### src/include/fpc_map.svh
// Register map, field positions, operation codes and timing counts
// for the flash program/erase sequencer. Definitions only.
`ifndef FPC_MAP_SVH
`define FPC_MAP_SVH

// Register offsets on the 8-bit APB address
`define FPC_ADDR_W       8
`define FPC_CTRL_OFF     8'h00
`define FPC_CTRL_RST     16'h0000

// Control register field positions
`define FPC_START_BIT    15
`define FPC_PERMIT_BIT   14
`define FPC_ERR_BIT      13
`define FPC_ERASE_BIT    6
`define FPC_OP_MSB       3
`define FPC_OP_LSB       0

// Operation codes
`define FPC_OP_BULK      4'hF
`define FPC_OP_RSV_E     4'hE
`define FPC_OP_GEN       4'hD
`define FPC_OP_SEC       4'hC
`define FPC_OP_RSV_B     4'hB
`define FPC_OP_WORD      4'h3
`define FPC_OP_PAGE      4'h2
`define FPC_OP_ONE       4'h1
`define FPC_OP_CFG       4'h0

// Default self-timed durations in system clock cycles
`define FPC_PROG_CYC     32'h0000_0040
`define FPC_ERASE_CYC    32'h0000_0100

`endif

### src/include/fpc_pkg.sv
// Types and the operation-code decoder for the flash sequencer.
// Needs fpc_map.svh on the include path.
`include "fpc_map.svh"

package fpc_pkg;

    // Flash operations the sequencer can run
    typedef enum logic [3:0] {
        K_NONE, K_BULK, K_GEN, K_SEC, K_PAGE, K_CFG_ER,
        K_WORD, K_ROW, K_CFG_PR, K_BAD
    } fpc_kind_e;

    // Map select bit and operation code onto an operation
    function automatic fpc_kind_e fpc_decode(input logic       erase,
                                             input logic [3:0] op);
        fpc_kind_e k;
        k = K_BAD;
        if (erase) begin
            case (op)
                `FPC_OP_BULK: k = K_BULK;
                `FPC_OP_GEN:  k = K_GEN;
                `FPC_OP_SEC:  k = K_SEC;
                `FPC_OP_PAGE: k = K_PAGE;
                `FPC_OP_ONE:  k = K_NONE;
                `FPC_OP_CFG:  k = K_CFG_ER;
                default:      k = K_BAD;
            endcase
        end else begin
            case (op)
                `FPC_OP_WORD: k = K_WORD;
                `FPC_OP_ONE:  k = K_ROW;
                `FPC_OP_CFG:  k = K_CFG_PR;
                `FPC_OP_BULK,
                `FPC_OP_GEN,
                `FPC_OP_SEC,
                `FPC_OP_PAGE: k = K_NONE;
                default:      k = K_BAD;
            endcase
        end
        return k;
    endfunction

endpackage

### src/include/fpc_op_if.sv
// Handshake between the sequencer control and its operation timer.
// Both ends run on the same system clock.
`timescale 1ns/10ps

interface fpc_op_if;
    logic go;        // Launch pulse
    logic abort;     // Early termination
    logic erase_sel; // Erase timing when high
    logic busy;      // Operation running
    logic done;      // Last busy cycle, one pulse

    modport ctl (output go, abort, erase_sel, input busy, done);
    modport tmr (input go, abort, erase_sel, output busy, done);
endinterface

### src/hdl/fpc_top.sv
// Flash program/erase sequencer with its APB control register.
// Assumes RST_N_I is the power-on reset and SYS_RST_N_I any other reset.
// Operation
// - Setting start launches the operation; hardware clears start when done.
// - Bad sequence or early termination, reset included, sets the error flag.
// - Select bit chooses erase or program for the next start.
// - Erase 1111 bulk, 1101 general, 1100 secure; 1110,1011,0011 reserved.
// - Erase codes 0010 page, 0001 nothing, 0000 configuration byte erase.
// - Program 0011 word, 0001 row, 0000 config byte; 1111,1101,1100,0010 nothing.
// - Any other code is unimplemented and runs no flash operation.
// - Control fields clear only on power-on reset; the code also clears start when SYS_RST_N_I aborts an operation.
//
// The APB interface to the registers and the register offsets were decided locally.
`timescale 1ns/10ps
`include "fpc_map.svh"

module fpc_top
    import fpc_pkg::*;
#(
    parameter int unsigned PROG_CYCLES  = `FPC_PROG_CYC,
    parameter int unsigned ERASE_CYCLES = `FPC_ERASE_CYC
) (
    // Clock and resets
    input  wire logic        CLK_SYS_I,
    input  wire logic        RST_N_I,
    input  wire logic        SYS_RST_N_I,
    // APB slave
    input  wire logic        PSEL_I,
    input  wire logic        PENABLE_I,
    input  wire logic        PWRITE_I,
    input  wire logic [7:0]  PADDR_I,
    input  wire logic [31:0] PWDATA_I,
    output logic      [31:0] PRDATA_O,
    output logic             PREADY_O,
    output logic             PSLVERR_O,
    // Flash array command
    output logic             FLASH_REQ_O,
    output logic             FLASH_ERASE_O,
    output logic      [3:0]  FLASH_CMD_O
);
    fpc_op_if op ();

    logic        start_r;
    logic        permit_r;
    logic        err_r;
    logic        erase_r;
    logic [3:0]  op_r;
    logic [31:0] prdata_r;
    fpc_kind_e   cmd_r;
    logic        flash_erase_r;

    logic        addr_hit;
    logic        wr_acc;
    logic        start_req;
    logic        launch;
    logic        bad_seq;
    logic        abort;
    logic        err_set;
    fpc_kind_e   kind;
    logic [15:0] ctrl_rd;

    // Bus decode; zero wait states, unmapped addresses answer with error
    assign addr_hit  = (PADDR_I == `FPC_CTRL_OFF);
    assign wr_acc    = PSEL_I && PENABLE_I && PWRITE_I && addr_hit;
    assign PREADY_O  = 1'b1;
    assign PSLVERR_O = PSEL_I && PENABLE_I && !addr_hit;

    // Operation chosen from the stored fields, not from the start write
    assign kind      = fpc_decode(erase_r, op_r);
    assign start_req = wr_acc && PWDATA_I[`FPC_START_BIT] && !start_r;
    assign launch    = start_req && permit_r && SYS_RST_N_I
                       && (kind != K_BAD) && (kind != K_NONE);
    assign bad_seq   = start_req && (!permit_r || kind == K_BAD);
    assign abort     = !SYS_RST_N_I && start_r;
    assign err_set   = bad_seq || abort;

    // Timer side of the handshake
    assign op.go        = launch;
    assign op.abort     = abort;
    assign op.erase_sel = erase_r;

    // Start bit: software sets, only completion or abort clears
    always_ff @(posedge CLK_SYS_I) begin
        if (!RST_N_I) begin
            start_r <= 1'b0;
        end else if (launch) begin
            start_r <= 1'b1;
        end else if (op.done || abort) begin
            start_r <= 1'b0;
        end
    end

    // Permit bit stays writable so software can drop it mid-operation
    always_ff @(posedge CLK_SYS_I) begin
        if (!RST_N_I) begin
            permit_r <= 1'b0;
        end else if (wr_acc) begin
            permit_r <= PWDATA_I[`FPC_PERMIT_BIT];
        end
    end

    // Error flag: hardware set wins over a software write
    always_ff @(posedge CLK_SYS_I) begin
        if (!RST_N_I) begin
            err_r <= 1'b0;
        end else if (err_set) begin
            err_r <= 1'b1;
        end else if (wr_acc) begin
            err_r <= PWDATA_I[`FPC_ERR_BIT];
        end
    end

    // Select and code frozen while busy so the array sees one command
    always_ff @(posedge CLK_SYS_I) begin
        if (!RST_N_I) begin
            erase_r <= 1'b0;
            op_r    <= 4'h0;
        end else if (wr_acc && !start_r) begin
            erase_r <= PWDATA_I[`FPC_ERASE_BIT];
            op_r    <= PWDATA_I[`FPC_OP_MSB:`FPC_OP_LSB];
        end
    end

    // Command latched at launch and withdrawn at the end
    always_ff @(posedge CLK_SYS_I) begin
        if (!RST_N_I) begin
            cmd_r         <= K_NONE;
            flash_erase_r <= 1'b0;
        end else if (launch) begin
            cmd_r         <= kind;
            flash_erase_r <= erase_r;
        end else if (op.done || abort) begin
            cmd_r         <= K_NONE;
            flash_erase_r <= 1'b0;
        end
    end

    // Readback image, unused positions tied low
    assign ctrl_rd = {start_r, permit_r, err_r, 6'h00, erase_r, 2'h0,
                      op_r};

    // Read data registered in the setup phase, valid in the access phase
    always_ff @(posedge CLK_SYS_I) begin
        if (!RST_N_I) begin
            prdata_r <= 32'h0000_0000;
        end else if (PSEL_I && !PENABLE_I && !PWRITE_I) begin
            prdata_r <= addr_hit ? {16'h0000, ctrl_rd} : 32'h0000_0000;
        end
    end

    fpc_op_timer #(
        .PROG_CYCLES  (PROG_CYCLES),
        .ERASE_CYCLES (ERASE_CYCLES)
    ) u_timer (
        .clk_i   (CLK_SYS_I),
        .rst_n_i (RST_N_I),
        .op      (op)
    );

    assign PRDATA_O      = prdata_r;
    assign FLASH_REQ_O   = op.busy;
    assign FLASH_ERASE_O = flash_erase_r;
    assign FLASH_CMD_O   = cmd_r;
endmodule

### src/hdl/fpc_op_timer.sv
// Self-timed operation timer for the flash sequencer.
// Assumes go arrives only while idle; abort wins over everything.
`timescale 1ns/10ps
`include "fpc_map.svh"

module fpc_op_timer #(
    parameter int unsigned PROG_CYCLES  = `FPC_PROG_CYC,
    parameter int unsigned ERASE_CYCLES = `FPC_ERASE_CYC
) (
    // Clock and power-on reset
    input wire logic clk_i,
    input wire logic rst_n_i,
    // Link to control
    fpc_op_if.tmr    op
);
    localparam int unsigned MAXC = (PROG_CYCLES > ERASE_CYCLES) ?
                                   PROG_CYCLES : ERASE_CYCLES;
    localparam int CW = $clog2(MAXC + 1);

    logic [CW-1:0] cnt_r;
    logic          busy_r;

    // Count down the operation length, N busy cycles per launch
    always_ff @(posedge clk_i) begin
        if (!rst_n_i) begin
            busy_r <= 1'b0;
            cnt_r  <= '0;
        end else if (op.abort) begin
            busy_r <= 1'b0;
        end else if (op.go && !busy_r) begin
            busy_r <= 1'b1;
            cnt_r  <= op.erase_sel ? CW'(ERASE_CYCLES - 1) :
                                     CW'(PROG_CYCLES - 1);
        end else if (busy_r) begin
            if (cnt_r == '0) begin
                busy_r <= 1'b0;
            end else begin
                cnt_r <= cnt_r - 1'b1;
            end
        end
    end

    // Done is combinational so control clears its start bit in step
    assign op.busy = busy_r;
    assign op.done = busy_r && (cnt_r == '0) && !op.abort;
endmodule

### config.mk
export PLATFORM = sky130hd
export DESIGN_NAME = fpc_top
export DESIGN_NICKNAME = d
export VERILOG_FILES = /design/src/include/fpc_pkg.sv /design/src/include/fpc_op_if.sv /design/src/hdl/fpc_top.sv /design/src/hdl/fpc_op_timer.sv
export VERILOG_INCLUDE_DIRS = /design/src /design/src/include
export SDC_FILE = /design/constraint.sdc
export NUM_CORES = 1
export LEC_CHECK = 0
export ABC_AREA = 1
export BUFFER_PORTS_ARGS = -buffer_cell sky130_fd_sc_hd__clkbuf_2
export CAP_MARGIN = 40
export CORE_MARGIN = 5
export CORE_UTILIZATION = 42
export CTS_CLUSTER_SIZE = 30
export DETAILED_ROUTE_END_ITERATION = 8
export MAX_ROUTING_LAYER = met4
export PLACE_DENSITY_LB_ADDON = 0.2
export SLEW_MARGIN = 0
export SYNTH_ARGS = -nofsm -noshare
export SYNTH_HDL_FRONTEND = slang
export SYNTH_HIERARCHICAL = 1
export SYNTH_SLANG_ARGS = --single-unit
### constraint.sdc
create_clock -name CLK_SYS_I -period 1.9 [get_ports CLK_SYS_I]
set_input_delay 0.19 -clock CLK_SYS_I [delete_from_list [all_inputs] [get_ports CLK_SYS_I]]
set_output_delay 0.19 -clock CLK_SYS_I [all_outputs]
set_load 0.01 [all_outputs]
==> out/qor.yml <==
status: "complete, no violations"
utilization_pct: 58.0
vias: 1833
dpl-instance-area_sq_um: 2230
cp-end-kind: "flip-flop"
crit_top_cell: "nor2_4"
worst_hold_path_type: "input pin to flip-flop"
total_power_mw: 1.42
synth.avg_cell_area_sq_um: 6.76
clkTransAtPathRegs_ns: 0.07
htree_levels: 2
ys_top_cells_by_area: "dfxtp_1, nand2_1, buf_4, nor2_1, a21oi_1"
routabilityCongestion: 0.805
crit_slowest_cell: "dfxtp_4"
rsz0062_at_grt: "true"
portBuffers: 36
yosysSeqAreaShare_pct: 32.8
antenna_found_initial: 0
first_pass_iters: 4
ys_ff_latch: 31
final_common_cell: "nand2_1"
cts_tree: "yes"
fmax_mhz: 554
critPathMaxStageDelay_ns: 0.36
finClkSkew_ns: 0.00750
fin_ws_ns: 0.0941
clock-root-buffer: "clkbuf_8"
drc: 0
grt_pass1_vias: 1698
core_sq_um: 4350
cts.path.max_buffers: 2
setup_viol: 0
synth_compound_area_share_pct: 12.7
synth_top_cell_by_area: "dfxtp_1"
grt_max_degree: 17
rows: 24
n_antenna_cell: 0
first_iter_violations: 59
fin_crit_sh_pct: 95.0
routed_wl_microns: 4390
clock_sinks: 31
die_h_microns: 77.1
layout.nets: 394
final_cell_mix: "nand2_1, clkbuf_2, nor2_1, buf_4, dfxtp_1"
synth_adder_area_share_pct: 0.661
cap_violations: 0
design.die.area_sq_um: 5950
io_pins: 86
cp_cell_sequence: "nor2_4 > nand2_2 > nand2_2 > nor2_4 > nand3_2 > nand2_2 > nor2_4 > nor2_4 > nor2_8 > buf_12 > nand2_8 > o21ai_0 > nor2_1"
dp_slack_ns: -0.0264
yosysWarningCount: 6
vdd_ir_drop_max_mv: 0.418
track_usage_pct: 14.9
crit_arrival_ns: 1.99
synth_top_area_share_pct: 32.8
drive_gt1_share_pct: 39.4
cp_max_fo: 9
synth_mux_area_share_pct: 0.529
initial_core_util_pct: 43.5
grt_pass1_wl_microns: 7130
wl_per_cell_microns: 11.0
syn-cell-area_sq_um: 1890
via_per_inst: 4.58
p_per_area_nw_per_um2: 565
grt_overflow: 0
insertion_delay_ns: 0.28
start_kind: "flip-flop"
cellLeakagePower_nw: 1.22
cts_buffers: 5
ant_nets: 0
synth_simple_gate_area_share_pct: 36.1
drv_slew: 0
synth_top_family_by_area: "simple AND/OR/NAND/NOR gates"
ys_types: 30
crit_required_ns: 2.08
design_area_sq_um: 2520
timing.hold.ws_ns: 0.157
critPathKind: "flip-flop to flip-flop"
synth_xor_area_share_pct: 0
hold_viol: 0
dieWidth_microns: 77.1
fin_crit_ns: 1.81
place_hpwl_microns: 3300
synthCells: 280
area_delta_synth_final_pct: 33.3
## per-layer routing
layer	GRT usage [%]	routed length, microns	up-vias	share of wire (%)
met5	-	0	-	0
met4	5.15	60	0	1.4
met3	4.22	226	4	5.2
met2	26.7	2350	43	54
met1	15.5	1750	807	40
li1	-	-	979	-
## per-stage QoR
stage,TNS (ns),std cells
3_5_place_dp,-0.0696,389
5_1_grt,-0.302,400
6_report,0,400
3_3_place_gp,-0.0112,389
2_1_floorplan,0,303
4_1_cts,0,397
## kinds of logic after synthesis
kind of cell,Yosys count
AND/OR/NAND/NOR,143
AO/OA/AOI/OAI,43
adder cells (fa/ha/maj),1
buffers and inverters,59
other,2
multiplexers,1
flip-flops,31
## critical path, delay by kind of cell, from the launching register on
kind,cells,cell delay (ns)
and+or+nand+nor,11,1.06
DFF,1,0.36
AOI/OAI and AO/OA,1,0.15
buffers and inverters,1,0.13
## synthesized netlist by cell type
cell type / number
nand3_2: 2
clkbuf_1: 3
ha_1: 1
mux2i_1: 1
inv_2: 7
nor2_2: 3
nor2_4: 3
nand2_1: 60
nand2_2: 6
a211oi_1: 5
nor3_2: 1
nor2_1: 40
o21ai_2: 1
o21ai_0: 13
a21oi_1: 20
nor2_8: 1
nor3_1: 1
dfxtp_1: 31
buf_4: 26
o21ai_1: 1
or2_2: 1
inv_1: 21
nand4_1: 3
nand3_1: 19
a21oi_2: 2
conb_1: 2
clkinv_1: 2
nand2_8: 1
nand2_4: 2
a31oi_1: 1
## flip-flops by register name, summed over array words and instances, names as in the netlist
register,count
err_r,1
permit_r,1
PRDATA_O,8
start_r,1
FLASH_ERASE_O,1
op_r,4
FLASH_CMD_O,4
u_timer/op.busy,1
erase_r,1
u_timer/cnt_r,9
## worst paths after layout
check / startpoint / end / slack, ns / cells after the start
max reg2reg: op_r[3] / u_timer/cnt_r[0] / 0.09 / 13
min: PWDATA_I[14] / permit_r / 0.16 / 3
max: op_r[3] / u_timer/cnt_r[0] / 0.09 / 13
min reg2reg: err_r / PRDATA_O[13] / 0.46 / 2
## where the power goes
part           leakage, nW  switching, mW  total (mW)  internal, mW
Combinational        0.905         0.0613      0.0923        0.0310
Sequential           0.254        0.00340       0.655         0.652
Clock               0.0612          0.253       0.677         0.424
## area by class of cell
cell class / instances / area (sq um)
Multi-Input combinational cell: 213 / 1170
Timing Repair Buffer: 66 / 425
Fill cell: 435 / 1830
Clock inverter: 2 / 35.0
Sequential cell: 31 / 637
Inverter: 30 / 113
Tap cell: 52 / 65.1
Clock buffer: 6 / 82.6
## repair_timing
item / CTS / global route
pin swaps: 0 / 14
hold buffers: 0 / 0
resized for setup: 4 / 44
buffers inserted: 0 / 4
setup endpoints to repair: 6 / 9
(Power assumes the default switching activity.)
